$ cat config.mk
export PLATFORM = sky130hd
export DESIGN_NAME = supply_cmd
export DESIGN_NICKNAME = d
export VERILOG_FILES = /design/src/hdl/supply_cmd_pkg.sv /design/src/hdl/gain_mem_if.sv /design/src/hdl/gain_store.sv /design/src/hdl/supply_cmd.sv
export VERILOG_INCLUDE_DIRS = /design/src /design/src/hdl
export SDC_FILE = /design/constraint.sdc
export NUM_CORES = 2
export LEC_CHECK = 0
export BUFFER_PORTS_ARGS = -buffer_cell sky130_fd_sc_hd__buf_4
export CORE_MARGIN = 8
export CORE_UTILIZATION = 25
export DETAILED_ROUTE_END_ITERATION = 12
export REMOVE_ABC_BUFFERS = 1
export SLEW_MARGIN = 20
export SYNTH_ARGS = -nofsm -noshare
export SYNTH_HDL_FRONTEND = slang
export SYNTH_SLANG_ARGS = --single-unit
$ cat constraint.sdc
create_clock -name CLOCK -period 23.2 [get_ports CLOCK]
set_clock_uncertainty 0.2 [all_clocks]
set_input_delay 2.32 -clock CLOCK [delete_from_list [all_inputs] [get_ports CLOCK]]
set_output_delay 2.32 -clock CLOCK [all_outputs]
set_load 0.05 [all_outputs]
$ cat src/hdl/supply_cmd_defines.svh
`ifndef SUPPLY_CMD_DEFINES_SVH
`define SUPPLY_CMD_DEFINES_SVH

// register byte offsets
`define REG_CMD 8'h00
`define REG_ARG0 8'h04
`define REG_ARG1 8'h08
`define REG_ARG2 8'h0C
`define REG_ARG3 8'h10
`define REG_RES0 8'h14
`define REG_RES4 8'h24
`define REG_STATUS 8'h28
`define REG_EVENT 8'h2C

// command word fields
`define CMD_OP_LSB 0
`define CMD_HAS_ARG 4
`define CMD_HAS_IDX 5
`define CMD_IDX_LSB 8

// status and event bit positions
`define STAT_BUSY 0
`define STAT_DONE 1
`define STAT_ERR 2
`define STAT_UNIT_LSB 8
`define EVT_RANGE_ERR 4

// reply unit suffix characters
`define UNIT_NONE 8'h00
`define UNIT_VOLT 8'h56
`define UNIT_WATT 8'h57
`define UNIT_OHM 8'h52

// ascii codes of port settings
`define CH_ODD 8'h4F
`define CH_EVEN 8'h45
`define CH_NONE 8'h4E
`define CH_HW 8'h48
`define CH_SW 8'h53
`define CH_ECHO 8'h45
`define EMPTY_HI 32'h454D5054
`define EMPTY_LO 32'h00000059

// port type codes
`define PT_EMPTY 3'h0
`define PT_RS232 3'h1
`define PT_USB 3'h2
`define PT_RS485 3'h3
`define PT_GPIB 3'h4
`define PT_LAN 3'h5

// limits
`define OVP_NUM 35'h000000006
`define OVP_DEN 35'h000000005
`define GAIN_MAX 32'h00007530
`define GAIN_SETS 4'h3
`define TMO_MAX_MS 32'h00000064
`define PORTS 3

// port reset values
`define BAUD_RST 17'h02580
`define DBITS_RST 4'h8
`define SBITS_RST 2'h1
`define TMO_RST 16'h0001

// axi responses
`define RESP_OKAY 2'h0
`define RESP_SLVERR 2'h2

`endif

$ cat src/hdl/supply_cmd_pkg.sv
`include "supply_cmd_defines.svh"
package supply_cmd_pkg;

  typedef enum logic [3:0] {
    OP_NONE = 4'h0,
    OP_MEASURE = 4'h1,
    OP_VERSION = 4'h2,
    OP_OVP = 4'h3,
    OP_POWER = 4'h4,
    OP_PORT = 4'h5,
    OP_RES = 4'h6,
    OP_GAIN = 4'h7,
    OP_SAVE = 4'h8
  } opcode_e;

  typedef enum logic [1:0] {
    ST_IDLE = 2'h0,
    ST_EXEC = 2'h1,
    ST_GWR = 2'h2,
    ST_GRD = 2'h3
  } state_e;

  typedef struct packed {
    logic [16:0] baud;
    logic [7:0] parity;
    logic [3:0] dbits;
    logic [1:0] sbits;
    logic [7:0] flow;
    logic [7:0] echo;
    logic [15:0] tmo;
  } port_s;

  typedef struct packed {
    state_e st;
    logic [3:0] cnt;
    logic [11:0] cmd;
    logic [3:0][31:0] arg;
    logic [4:0][31:0] res;
    logic [7:0] unit;
    logic busy;
    logic done;
    logic cmd_err;
    logic range_err;
    logic [31:0] overvoltage_limit_cmd;
    logic [31:0] plim;
    logic [31:0] ptot;
    logic [31:0] rsrc;
    port_s [2:0] port;
    logic [2:0] apply;
    logic save;
    logic aw_have;
    logic w_have;
    logic [7:0] awaddr;
    logic [31:0] wdata;
    logic [3:0] wstrb;
    logic awready;
    logic wready;
    logic arready;
    logic bvalid;
    logic [1:0] bresp;
    logic rvalid;
    logic [1:0] rresp;
    logic [31:0] rdata;
    logic we;
    logic [3:0] waddr;
    logic [15:0] mwdata;
    logic [3:0] raddr;
  } core_s;

endpackage : supply_cmd_pkg

$ cat src/hdl/gain_mem_if.sv
`timescale 1ns/100ps
`default_nettype none
interface gain_mem_if #(parameter int AW = 4, parameter int DW = 16);
  logic we;
  logic [AW-1:0] waddr;
  logic [DW-1:0] wdata;
  logic [AW-1:0] raddr;
  logic [DW-1:0] rdata;
  modport ctrl (output we, output waddr, output wdata, output raddr,
    input rdata);
  modport mem (input we, input waddr, input wdata, input raddr,
    output rdata);
endinterface : gain_mem_if
`default_nettype wire

$ cat src/hdl/gain_store.sv
`timescale 1ns/100ps
`default_nettype none
module gain_store #(
  parameter int AW = 4,
  parameter int DW = 16,
  parameter int DEPTH = 9
) (
  input wire logic CLOCK,
  gain_mem_if.mem bus
);
  logic [DW-1:0] mem_reg [0:DEPTH-1];
  logic [DW-1:0] rdata_reg;

  // one write port, registered read data
  always_ff @(posedge CLOCK)
  begin
    if (bus.we)
    begin
      mem_reg[bus.waddr] <= bus.wdata;
    end
    rdata_reg <= mem_reg[bus.raddr];
  end

  assign bus.rdata = rdata_reg;
endmodule : gain_store
`default_nettype wire

$ cat src/hdl/supply_cmd.sv
// Local design decisions: the AXI4-Lite interface to the registers and the placing of the registers.
`timescale 1ns/100ps
`default_nettype none
`include "supply_cmd_defines.svh"
module supply_cmd #(
  parameter int UNITS = 8
) (
  input wire logic CLOCK,
  input wire logic RSTN,
  input wire logic [7:0] S_AXI_AWADDR,
  input wire logic S_AXI_AWVALID,
  output logic S_AXI_AWREADY,
  input wire logic [31:0] S_AXI_WDATA,
  input wire logic [3:0] S_AXI_WSTRB,
  input wire logic S_AXI_WVALID,
  output logic S_AXI_WREADY,
  output logic [1:0] S_AXI_BRESP,
  output logic S_AXI_BVALID,
  input wire logic S_AXI_BREADY,
  input wire logic [7:0] S_AXI_ARADDR,
  input wire logic S_AXI_ARVALID,
  output logic S_AXI_ARREADY,
  output logic [31:0] S_AXI_RDATA,
  output logic [1:0] S_AXI_RRESP,
  output logic S_AXI_RVALID,
  input wire logic S_AXI_RREADY,
  input wire logic [UNITS*32-1:0] MEAS_VOLTAGE,
  input wire logic [3:0] UNIT_COUNT,
  input wire logic SERIES_MODE,
  input wire logic [31:0] RATED_VOLTAGE,
  input wire logic [31:0] RATED_POWER,
  input wire logic [31:0] RES_MIN,
  input wire logic [31:0] RES_MAX,
  input wire logic [31:0] FW_VERSION,
  input wire logic [31:0] FW_DATE,
  input wire logic [8:0] PORT_TYPE,
  output logic [31:0] OVP_LIMIT,
  output logic [31:0] POWER_LIMIT,
  output logic [31:0] POWER_TOTAL,
  output logic [31:0] SOURCE_RES,
  output logic [188:0] PORT_CONFIG,
  output logic [2:0] PORT_APPLY,
  output logic SAVE_SETUP,
  output logic CMD_BUSY
);
  supply_cmd_pkg::core_s r_reg;
  supply_cmd_pkg::core_s r_next;
  supply_cmd_pkg::port_s ps;
  logic [3:0] idx;
  logic [1:0] pi;
  logic [2:0] ptype;
  logic [3:0] k;
  gain_mem_if #(.AW(4), .DW(16)) gm ();

  gain_store #(.AW(4), .DW(16), .DEPTH(9)) u_gains (
    .CLOCK(CLOCK),
    .bus(gm.mem)
  );

  // memory port straight from state flops
  assign gm.we = r_reg.we;
  assign gm.waddr = r_reg.waddr;
  assign gm.wdata = r_reg.mwdata;
  assign gm.raddr = r_reg.raddr;

  // byte-lane merge of a write into a word
  function automatic logic [31:0] merge(input logic [31:0] old,
    input logic [31:0] nw, input logic [3:0] strb);
    logic [31:0] v;
    v = old;
    for (int b = 0; b < 4; b++)
    begin
      if (strb[b])
      begin
        v[b*8 +: 8] = nw[b*8 +: 8];
      end
    end
    return v;
  endfunction : merge

  // reading of one unit
  function automatic logic [31:0] pick(input logic [UNITS*32-1:0] v,
    input logic [3:0] i);
    logic [31:0] s;
    s = 32'h0;
    for (int u = 0; u < UNITS; u++)
    begin
      if (u[3:0] == i)
      begin
        s = v[u*32 +: 32];
      end
    end
    return s;
  endfunction : pick

  // sum of the first n units
  function automatic logic [31:0] sum_units(input logic [UNITS*32-1:0] v,
    input logic [3:0] n);
    logic [31:0] s;
    s = 32'h0;
    for (int u = 0; u < UNITS; u++)
    begin
      if (u[3:0] < n)
      begin
        s = s + v[u*32 +: 32];
      end
    end
    return s;
  endfunction : sum_units

  // allowed baud rates
  function automatic logic baud_ok(input logic [31:0] b);
    case (b)
      32'h000004B0, 32'h00000960, 32'h000012C0, 32'h00002580,
      32'h00003840, 32'h00004B00, 32'h00009600, 32'h0000E100,
      32'h0000F424, 32'h0001C200: baud_ok = 1'b1;
      default: baud_ok = 1'b0;
    endcase
  endfunction : baud_ok

  // state at reset
  function automatic supply_cmd_pkg::core_s reset_state();
    supply_cmd_pkg::core_s v;
    v = '0;
    v.st = supply_cmd_pkg::ST_IDLE;
    for (int p = 0; p < `PORTS; p++)
    begin
      v.port[p].baud = `BAUD_RST;
      v.port[p].parity = `CH_NONE;
      v.port[p].dbits = `DBITS_RST;
      v.port[p].sbits = `SBITS_RST;
      v.port[p].flow = `CH_NONE;
      v.port[p].echo = `CH_ECHO;
      v.port[p].tmo = `TMO_RST;
    end
    v.awready = 1'b1;
    v.wready = 1'b1;
    v.arready = 1'b1;
    return v;
  endfunction : reset_state

  // command fields of the latched command word
  assign idx = r_reg.cmd[`CMD_IDX_LSB +: 4];
  assign pi = 2'(idx - 4'h1);
  assign ptype = PORT_TYPE[pi*3 +: 3];

  // bus slave, then command engine; engine sets win over bus clears
  always_comb
  begin
    r_next = r_reg;
    ps = r_reg.port[pi];
    k = 4'(r_reg.cnt - 4'h2);
    r_next.apply = 3'h0;
    r_next.save = 1'b0;
    r_next.we = 1'b0;
    if (S_AXI_AWVALID && r_reg.awready)
    begin
      r_next.aw_have = 1'b1;
      r_next.awaddr = {S_AXI_AWADDR[7:2], 2'h0};
    end
    if (S_AXI_WVALID && r_reg.wready)
    begin
      r_next.w_have = 1'b1;
      r_next.wdata = S_AXI_WDATA;
      r_next.wstrb = S_AXI_WSTRB;
    end
    if (S_AXI_BREADY && r_reg.bvalid)
    begin
      r_next.bvalid = 1'b0;
    end
    // register write once address and data are both held
    if (r_reg.aw_have && r_reg.w_have && !r_reg.bvalid)
    begin
      r_next.aw_have = 1'b0;
      r_next.w_have = 1'b0;
      r_next.bvalid = 1'b1;
      r_next.bresp = `RESP_OKAY;
      if (r_reg.awaddr == `REG_CMD)
      begin
        if (r_reg.busy)
        begin
          r_next.bresp = `RESP_SLVERR;
        end
        else
        begin
          r_next.cmd = r_reg.wdata[11:0];
          r_next.busy = 1'b1;
          r_next.done = 1'b0;
          r_next.cmd_err = 1'b0;
          r_next.st = supply_cmd_pkg::ST_EXEC;
        end
      end
      else if (r_reg.awaddr >= `REG_ARG0 && r_reg.awaddr <= `REG_ARG3)
      begin
        r_next.arg[r_reg.awaddr[3:2] - 2'h1] = merge(
          r_reg.arg[r_reg.awaddr[3:2] - 2'h1], r_reg.wdata, r_reg.wstrb);
      end
      else if (r_reg.awaddr == `REG_STATUS)
      begin
        if (r_reg.wdata[`STAT_DONE])
        begin
          r_next.done = 1'b0;
        end
      end
      else if (r_reg.awaddr == `REG_EVENT)
      begin
        if (r_reg.wdata[`EVT_RANGE_ERR])
        begin
          r_next.range_err = 1'b0;
        end
      end
      else if (!(r_reg.awaddr >= `REG_RES0 && r_reg.awaddr <= `REG_RES4))
      begin
        r_next.bresp = `RESP_SLVERR;
      end
    end
    // register read
    if (S_AXI_RREADY && r_reg.rvalid)
    begin
      r_next.rvalid = 1'b0;
    end
    if (S_AXI_ARVALID && r_reg.arready)
    begin
      r_next.rvalid = 1'b1;
      r_next.rresp = `RESP_OKAY;
      r_next.rdata = 32'h0;
      if (S_AXI_ARADDR[7:2] == `REG_CMD >> 2)
      begin
        r_next.rdata = {20'h0, r_reg.cmd};
      end
      else if (S_AXI_ARADDR >= `REG_ARG0 && S_AXI_ARADDR < `REG_RES0)
      begin
        r_next.rdata = r_reg.arg[S_AXI_ARADDR[3:2] - 2'h1];
      end
      else if (S_AXI_ARADDR >= `REG_RES0 && S_AXI_ARADDR < `REG_STATUS)
      begin
        r_next.rdata = r_reg.res[3'(S_AXI_ARADDR[7:2] - 6'h05)];
      end
      else if (S_AXI_ARADDR[7:2] == `REG_STATUS >> 2)
      begin
        r_next.rdata = {16'h0, r_reg.unit, 5'h0, r_reg.cmd_err,
          r_reg.done, r_reg.busy};
      end
      else if (S_AXI_ARADDR[7:2] == `REG_EVENT >> 2)
      begin
        r_next.rdata[`EVT_RANGE_ERR] = r_reg.range_err;
      end
      else
      begin
        r_next.rresp = `RESP_SLVERR;
      end
    end
    // command engine
    case (r_reg.st)
      supply_cmd_pkg::ST_IDLE:
      begin
        r_next.cnt = 4'h0;
      end
      supply_cmd_pkg::ST_EXEC:
      begin
        r_next.st = supply_cmd_pkg::ST_IDLE;
        r_next.busy = 1'b0;
        r_next.done = 1'b1;
        r_next.unit = `UNIT_NONE;
        case (r_reg.cmd[`CMD_OP_LSB +: 4])
          supply_cmd_pkg::OP_MEASURE:
          begin
            r_next.unit = `UNIT_VOLT;
            if (r_reg.cmd[`CMD_HAS_IDX])
            begin
              if (idx < UNIT_COUNT)
              begin
                r_next.res[0] = pick(MEAS_VOLTAGE, idx);
              end
              else
              begin
                r_next.cmd_err = 1'b1;
              end
            end
            else if (SERIES_MODE && UNIT_COUNT > 4'h1)
            begin
              r_next.res[0] = sum_units(MEAS_VOLTAGE, UNIT_COUNT);
            end
            else
            begin
              r_next.res[0] = pick(MEAS_VOLTAGE, 4'h0);
            end
          end
          supply_cmd_pkg::OP_VERSION:
          begin
            r_next.res[0] = FW_VERSION;
            r_next.res[1] = FW_DATE;
          end
          supply_cmd_pkg::OP_OVP:
          begin
            r_next.unit = `UNIT_VOLT;
            if (!r_reg.cmd[`CMD_HAS_ARG])
            begin
              r_next.res[0] = r_reg.overvoltage_limit_cmd;
            end
            else if ({3'h0, r_reg.arg[0]} * `OVP_DEN >
              {3'h0, RATED_VOLTAGE} * `OVP_NUM)
            begin
              r_next.range_err = 1'b1;
            end
            else
            begin
              r_next.overvoltage_limit_cmd = r_reg.arg[0];
            end
          end
          supply_cmd_pkg::OP_POWER:
          begin
            r_next.unit = `UNIT_WATT;
            if (!r_reg.cmd[`CMD_HAS_ARG])
            begin
              r_next.res[0] = r_reg.plim;
            end
            else if (r_reg.arg[0] > RATED_POWER)
            begin
              r_next.range_err = 1'b1;
            end
            else
            begin
              r_next.plim = r_reg.arg[0];
              r_next.ptot = UNIT_COUNT * r_reg.arg[0];
            end
          end
          supply_cmd_pkg::OP_PORT:
          begin
            if (idx == 4'h0 || idx > `PORTS)
            begin
              r_next.cmd_err = 1'b1;
            end
            else if (!r_reg.cmd[`CMD_HAS_ARG])
            begin
              r_next.res[0] = {29'h0, ptype};
              r_next.res[1] = {15'h0, ps.baud};
              r_next.res[2] = {ps.flow, 2'h0, ps.sbits, ps.dbits,
                ps.parity, 8'h0};
              r_next.res[3] = {8'h0, ps.echo, ps.tmo};
              if (ptype == `PT_EMPTY)
              begin
                r_next.res[1] = `EMPTY_HI;
                r_next.res[2] = `EMPTY_LO;
                r_next.res[3] = 32'h0;
              end
            end
            else if (ptype == `PT_EMPTY || ptype == `PT_GPIB ||
              ptype == `PT_LAN)
            begin
              r_next.cmd_err = 1'b1;
            end
            else if (!baud_ok(r_reg.arg[0]) ||
              !(r_reg.arg[1][7:0] == `CH_ODD ||
                r_reg.arg[1][7:0] == `CH_EVEN ||
                r_reg.arg[1][7:0] == `CH_NONE) ||
              !(r_reg.arg[1][15:8] == 8'h07 ||
                r_reg.arg[1][15:8] == 8'h08) ||
              !(r_reg.arg[1][23:16] == 8'h01 ||
                r_reg.arg[1][23:16] == 8'h02) ||
              (ptype == `PT_RS485 && r_reg.arg[2] > `TMO_MAX_MS) ||
              (ptype != `PT_RS485 &&
                (!(r_reg.arg[1][31:24] == `CH_HW ||
                  r_reg.arg[1][31:24] == `CH_SW ||
                  r_reg.arg[1][31:24] == `CH_NONE) ||
                !(r_reg.arg[2][7:0] == `CH_ECHO ||
                  r_reg.arg[2][7:0] == `CH_NONE))))
            begin
              r_next.range_err = 1'b1;
            end
            else
            begin
              ps.baud = r_reg.arg[0][16:0];
              ps.parity = r_reg.arg[1][7:0];
              ps.dbits = r_reg.arg[1][11:8];
              ps.sbits = r_reg.arg[1][17:16];
              if (ptype == `PT_RS485)
              begin
                ps.tmo = r_reg.arg[2][15:0];
              end
              else
              begin
                ps.flow = r_reg.arg[1][31:24];
                ps.echo = r_reg.arg[2][7:0];
              end
              r_next.port[pi] = ps;
              r_next.apply[pi] = 1'b1;
            end
          end
          supply_cmd_pkg::OP_RES:
          begin
            r_next.unit = `UNIT_OHM;
            if (!r_reg.cmd[`CMD_HAS_ARG])
            begin
              r_next.res[0] = r_reg.rsrc;
            end
            else if (r_reg.arg[0] < RES_MIN || r_reg.arg[0] > RES_MAX)
            begin
              r_next.range_err = 1'b1;
            end
            else
            begin
              r_next.rsrc = r_reg.arg[0];
            end
          end
          supply_cmd_pkg::OP_GAIN:
          begin
            if (!r_reg.cmd[`CMD_HAS_ARG])
            begin
              r_next.st = supply_cmd_pkg::ST_GRD;
              r_next.busy = 1'b1;
              r_next.done = 1'b0;
              r_next.raddr = 4'h0;
              r_next.cnt = 4'h1;
            end
            else if (idx >= `GAIN_SETS)
            begin
              r_next.cmd_err = 1'b1;
            end
            else if (r_reg.arg[0] > `GAIN_MAX || r_reg.arg[1] > `GAIN_MAX ||
              r_reg.arg[2] > `GAIN_MAX)
            begin
              r_next.range_err = 1'b1;
            end
            else
            begin
              r_next.st = supply_cmd_pkg::ST_GWR;
              r_next.busy = 1'b1;
              r_next.done = 1'b0;
              r_next.cnt = 4'h0;
            end
          end
          supply_cmd_pkg::OP_SAVE:
          begin
            r_next.save = 1'b1;
          end
          default:
          begin
            r_next.cmd_err = 1'b1;
          end
        endcase
      end
      supply_cmd_pkg::ST_GWR:
      begin
        // one gain word per cycle: Kp, Ki, Kd
        if (r_reg.cnt == 4'h3)
        begin
          r_next.st = supply_cmd_pkg::ST_IDLE;
          r_next.busy = 1'b0;
          r_next.done = 1'b1;
        end
        else
        begin
          r_next.we = 1'b1;
          r_next.waddr = 4'(idx * 4'h3 + r_reg.cnt);
          r_next.mwdata = r_reg.arg[r_reg.cnt[1:0]][15:0];
          r_next.cnt = r_reg.cnt + 4'h1;
        end
      end
      supply_cmd_pkg::ST_GRD:
      begin
        // read data lags the address by two cycles
        r_next.raddr = r_reg.cnt;
        r_next.cnt = r_reg.cnt + 4'h1;
        if (r_reg.cnt >= 4'h2)
        begin
          r_next.res[k[3:1]][{k[0], 4'h0} +: 16] = gm.rdata;
        end
        if (r_reg.cnt == 4'hA)
        begin
          r_next.st = supply_cmd_pkg::ST_IDLE;
          r_next.busy = 1'b0;
          r_next.done = 1'b1;
        end
      end
      default:
      begin
        r_next.st = supply_cmd_pkg::ST_IDLE;
      end
    endcase
    r_next.awready = !r_next.aw_have && !r_next.bvalid;
    r_next.wready = !r_next.w_have && !r_next.bvalid;
    r_next.arready = !r_next.rvalid;
  end

  // state register
  always_ff @(posedge CLOCK)
  begin
    if (!RSTN)
    begin
      r_reg <= reset_state();
    end
    else
    begin
      r_reg <= r_next;
    end
  end

  // outputs straight from state flops
  assign S_AXI_AWREADY = r_reg.awready;
  assign S_AXI_WREADY = r_reg.wready;
  assign S_AXI_BRESP = r_reg.bresp;
  assign S_AXI_BVALID = r_reg.bvalid;
  assign S_AXI_ARREADY = r_reg.arready;
  assign S_AXI_RDATA = r_reg.rdata;
  assign S_AXI_RRESP = r_reg.rresp;
  assign S_AXI_RVALID = r_reg.rvalid;
  assign OVP_LIMIT = r_reg.overvoltage_limit_cmd;
  assign POWER_LIMIT = r_reg.plim;
  assign POWER_TOTAL = r_reg.ptot;
  assign SOURCE_RES = r_reg.rsrc;
  assign PORT_CONFIG = r_reg.port;
  assign PORT_APPLY = r_reg.apply;
  assign SAVE_SETUP = r_reg.save;
  assign CMD_BUSY = r_reg.busy;
endmodule : supply_cmd
`default_nettype wire

==> metrics.cfg <==
[sta]
setup_viol=0
hold_viol=0
fmax_ghz=0.05656
slew_headroom_pct=15.36
slew_viol_final=0
max_slew.worst_pin.slew_ns=1.256
finalSetupTns_ns=0
rsz0062_at_grt=false
finalCritPeriodShare_pct=76.21
period_minus_slack_ns=17.68

[critical_path]
worst-r2r-setup-slack_ns=15.94
start_kind=input pin
cp_slowest_cell=or4_4
r2r-end=OVP_LIMIT[16]$_SDFFE_PN0P_
cp.arrival_ns=18.09
cpPeakStageDelay_ns=0.83
end_kind=flop
rr_startpoint=r_reg[610]$_SDFFE_PN0P_
startpoint=UNIT_COUNT[2]
endpoint=r_reg[476]$_SDFFE_PN0P_
r2r_cells=22
worstPathMaxFanout=39
cpMostUsedCell=ha_1
required_ns=23.61
worst-setup-path-type=in2reg

[detailed_routing]
drc=0
dr.pass1.iters=9
wirelength_um=355900
wl_per_cell_um=27.83
vias=69490
antenna_left=0
via_per_inst=5.433
drtIter0Drc=7793

[floorplanning]
dieArea_um2=299100
die_h_um=546.9
boundaryPins=884
core_area_um2=281300
initial_core_util_pct=25.05
dieWidth_um=546.9
placementRows=195

[synth]
yosys.area_share.simple_pct=18.32
yosysMostFrequentCell=nand2_1
synth-compound-area-share_pct=22.29
yosysSeqAreaShare_pct=27.67
synth_top_family_by_area=compound AO/OA/AOI/OAI gates
synth_xor_area_share_pct=3.440
synthArstFlopShare_pct=0
synth_common_cells=nand2_1 (1035), nor2_1 (797), a21oi_1 (767), dfxtp_1 (758), clkbuf_1 (541)
synthCells=8722
synthesis.area_um2=70460
synth_edf_count=144
avgSynthCellArea_um2=8.078
synthAdderAreaFrac_pct=11.12
synth_top_area_cell=dfxtp_1
ys_warn_count=0
synthMuxAreaShare_pct=8.409
ys_seq_elements=902
synth-main-ff-cell=dfxtp_1
yosys-top-cells-area=dfxtp_1 (22%), ha_1 (9.1%), edfxtp_1 (6.1%)
synth_top_cell_area_share_pct=21.54
synth_cell_types=103

[pwr]
p_int_mw=4.544
power.share.clock_pct=20.9
powerDensity_nw_per_um2=98.21
switching_share_pct=43.60
pwr-share-seq_pct=20.1
combPwrFrac_pct=59.0
switchingPower_mw=3.513
ir_worst_vdd_v=0.0001172
p_leak_nw=33.53

[status]
run_status=finished, final reports clean

[layout]
finalNetCount=10010
largest_reg_flops=352
stdcell_area_um2=82040
drive_gt1_share_pct=17.86
area_delta_synth_final_pct=16.44

[clock_tree]
cts_resized=0
cts.htree.levels=3
clk_latency_ns=0.78
post_cts_buffers=0
cts_tree=built
clockBufferDepth=3
cts_hold_buffers=0
cts_sinks=902
clkTransAtPathRegs_ns=0.07
numCtsBuffers=97
cts_root_buf=clkbuf_16

[grt]
grt_overflow=0
use_met1_pct=27.57
antenna_found_initial=139
grt_max_degree=159
grt_use_total_pct=22.36
met3_usage_pct=6.961
top_usage_layer=met2
grt_pass1_vias=65070
use_met2_pct=33.44
grt_pass1_wl_um=489800

[placement]
dp_hpwl_um=275400
placed_cell_area_um2=78460
io_buffers=879
gp_routability_congestion=0.9640

[hold_path]
hp-class=reg2reg

[flow_run]
maxCapViolCount=0

## how the worst min path moves through the flow
stage | from | to | cells after the start | slack (ns)
finish | u_gains.mem_reg[8][15]$_DFFE_PP_ | u_gains.bus.rdata[15]$_DFF_P_ | 2 | 0.16
global route | u_gains.mem_reg[8][15]$_DFFE_PP_ | u_gains.bus.rdata[15]$_DFF_P_ | 2 | 0.21
CTS | u_gains.mem_reg[8][15]$_DFFE_PP_ | u_gains.bus.rdata[15]$_DFF_P_ | 2 | 0.15
detailed placement | u_gains.mem_reg[8][15]$_DFFE_PP_ | u_gains.bus.rdata[15]$_DFF_P_ | 2 | 0.23
global placement | u_gains.mem_reg[8][12]$_DFFE_PP_ | u_gains.bus.rdata[12]$_DFF_P_ | 2 | 0.23
floorplan | u_gains.mem_reg[8][0]$_DFFE_PP_ | u_gains.bus.rdata[0]$_DFF_P_ | 2 | 0.22
## power by group through the flow
stage	Combinational, mW	Clock, mW	Sequential [mW]
floorplan	3.59	0	1.65
global placement	4.66	0	1.65
detailed placement	4.65	0	1.65
CTS	4.68	1.70	1.62
global route	5.24	1.76	1.62
finish	4.76	1.68	1.62
## final cells by class
cell class              instances  area, µm²
fillers                     30300     199300
flip-flops and latches        902      19520
diodes                         61      152.6
inverters                     303       1147
clock buffers                 132       2733
well taps                    3743       4683
multi-input cells            6543      45170
clock inverters                49      673.1
repair buffers               1056       7960
## worst max-delay path: cells and delay by family
family | cells | cell delay, ns
xor+xnor | 6 | 0.94
mux | 1 | 0.34
fa+ha+maj | 8 | 2.70
buf+inv | 2 | 0.38
simple gates | 21 | 4.65
compound gates | 29 | 6.66
## per-layer routing
| metal | vias up | routed length, µm |
|---|---|---|
| met5 | - | 546 |
| met2 | 3743 | 151300 |
| met1 | 33270 | 139600 |
| met4 | 86 | 27000 |
| li1 | 31580 | - |
| met3 | 820 | 37500 |
## layout by cell type (no fill, tap or decap), types with 68 or more instances in the layout
cell type	netlist	layout
a211oi_1	130	129
a21o_1	176	176
a21oi_1	767	763
a22oi_1	75	75
a31oi_1	85	85
and2_1	108	99
and3_1	87	86
buf_4	357	1053
clkbuf_16	0	100
dfxtp_1	758	738
edfxtp_1	144	144
fa_1	69	69
ha_1	514	511
inv_1	300	299
mux2_2	101	101
mux2i_1	161	161
mux4_2	141	141
nand2_1	1035	1022
nand2b_1	68	68
nand3_1	192	190
nand4_1	98	98
nor2_1	797	787
nor3_1	228	215
o211ai_1	105	105
o21a_1	71	70
o21ai_0	454	449
o31ai_1	75	75
xnor2_1	182	181
xor2_1	87	86
## logic make-up (layout without fill, tap and decap cells)
kind of cell               count (synthesis)  after routing
DFF                                      902            902
adders and majority gates                585            585
xor gates and xnor gates                 272            272
AOI/OAI and AO/OA                       2430           2430
other                                      1             63
buffers and inverters                   1278           1540
muxes                                    403            403
and+or+nand+nor                         2851           2851
## metrics by stage
stage	hold slack (ns)	utilization (%)	std cells	power, mW	setup slack, ns
2_1_floorplan	0.2215	-	7748	5.243	7.579
3_3_place_gp	0.2250	27.89	12550	6.311	5.086
3_5_place_dp	0.2342	27.89	12550	6.299	5.012
4_1_cts	0.1543	29.10	12730	8.001	5.750
5_1_grt	0.2065	29.15	12780	8.619	4.452
6_report	0.1600	29.16	12790	8.057	5.519
(Power assumes the default switching activity.)
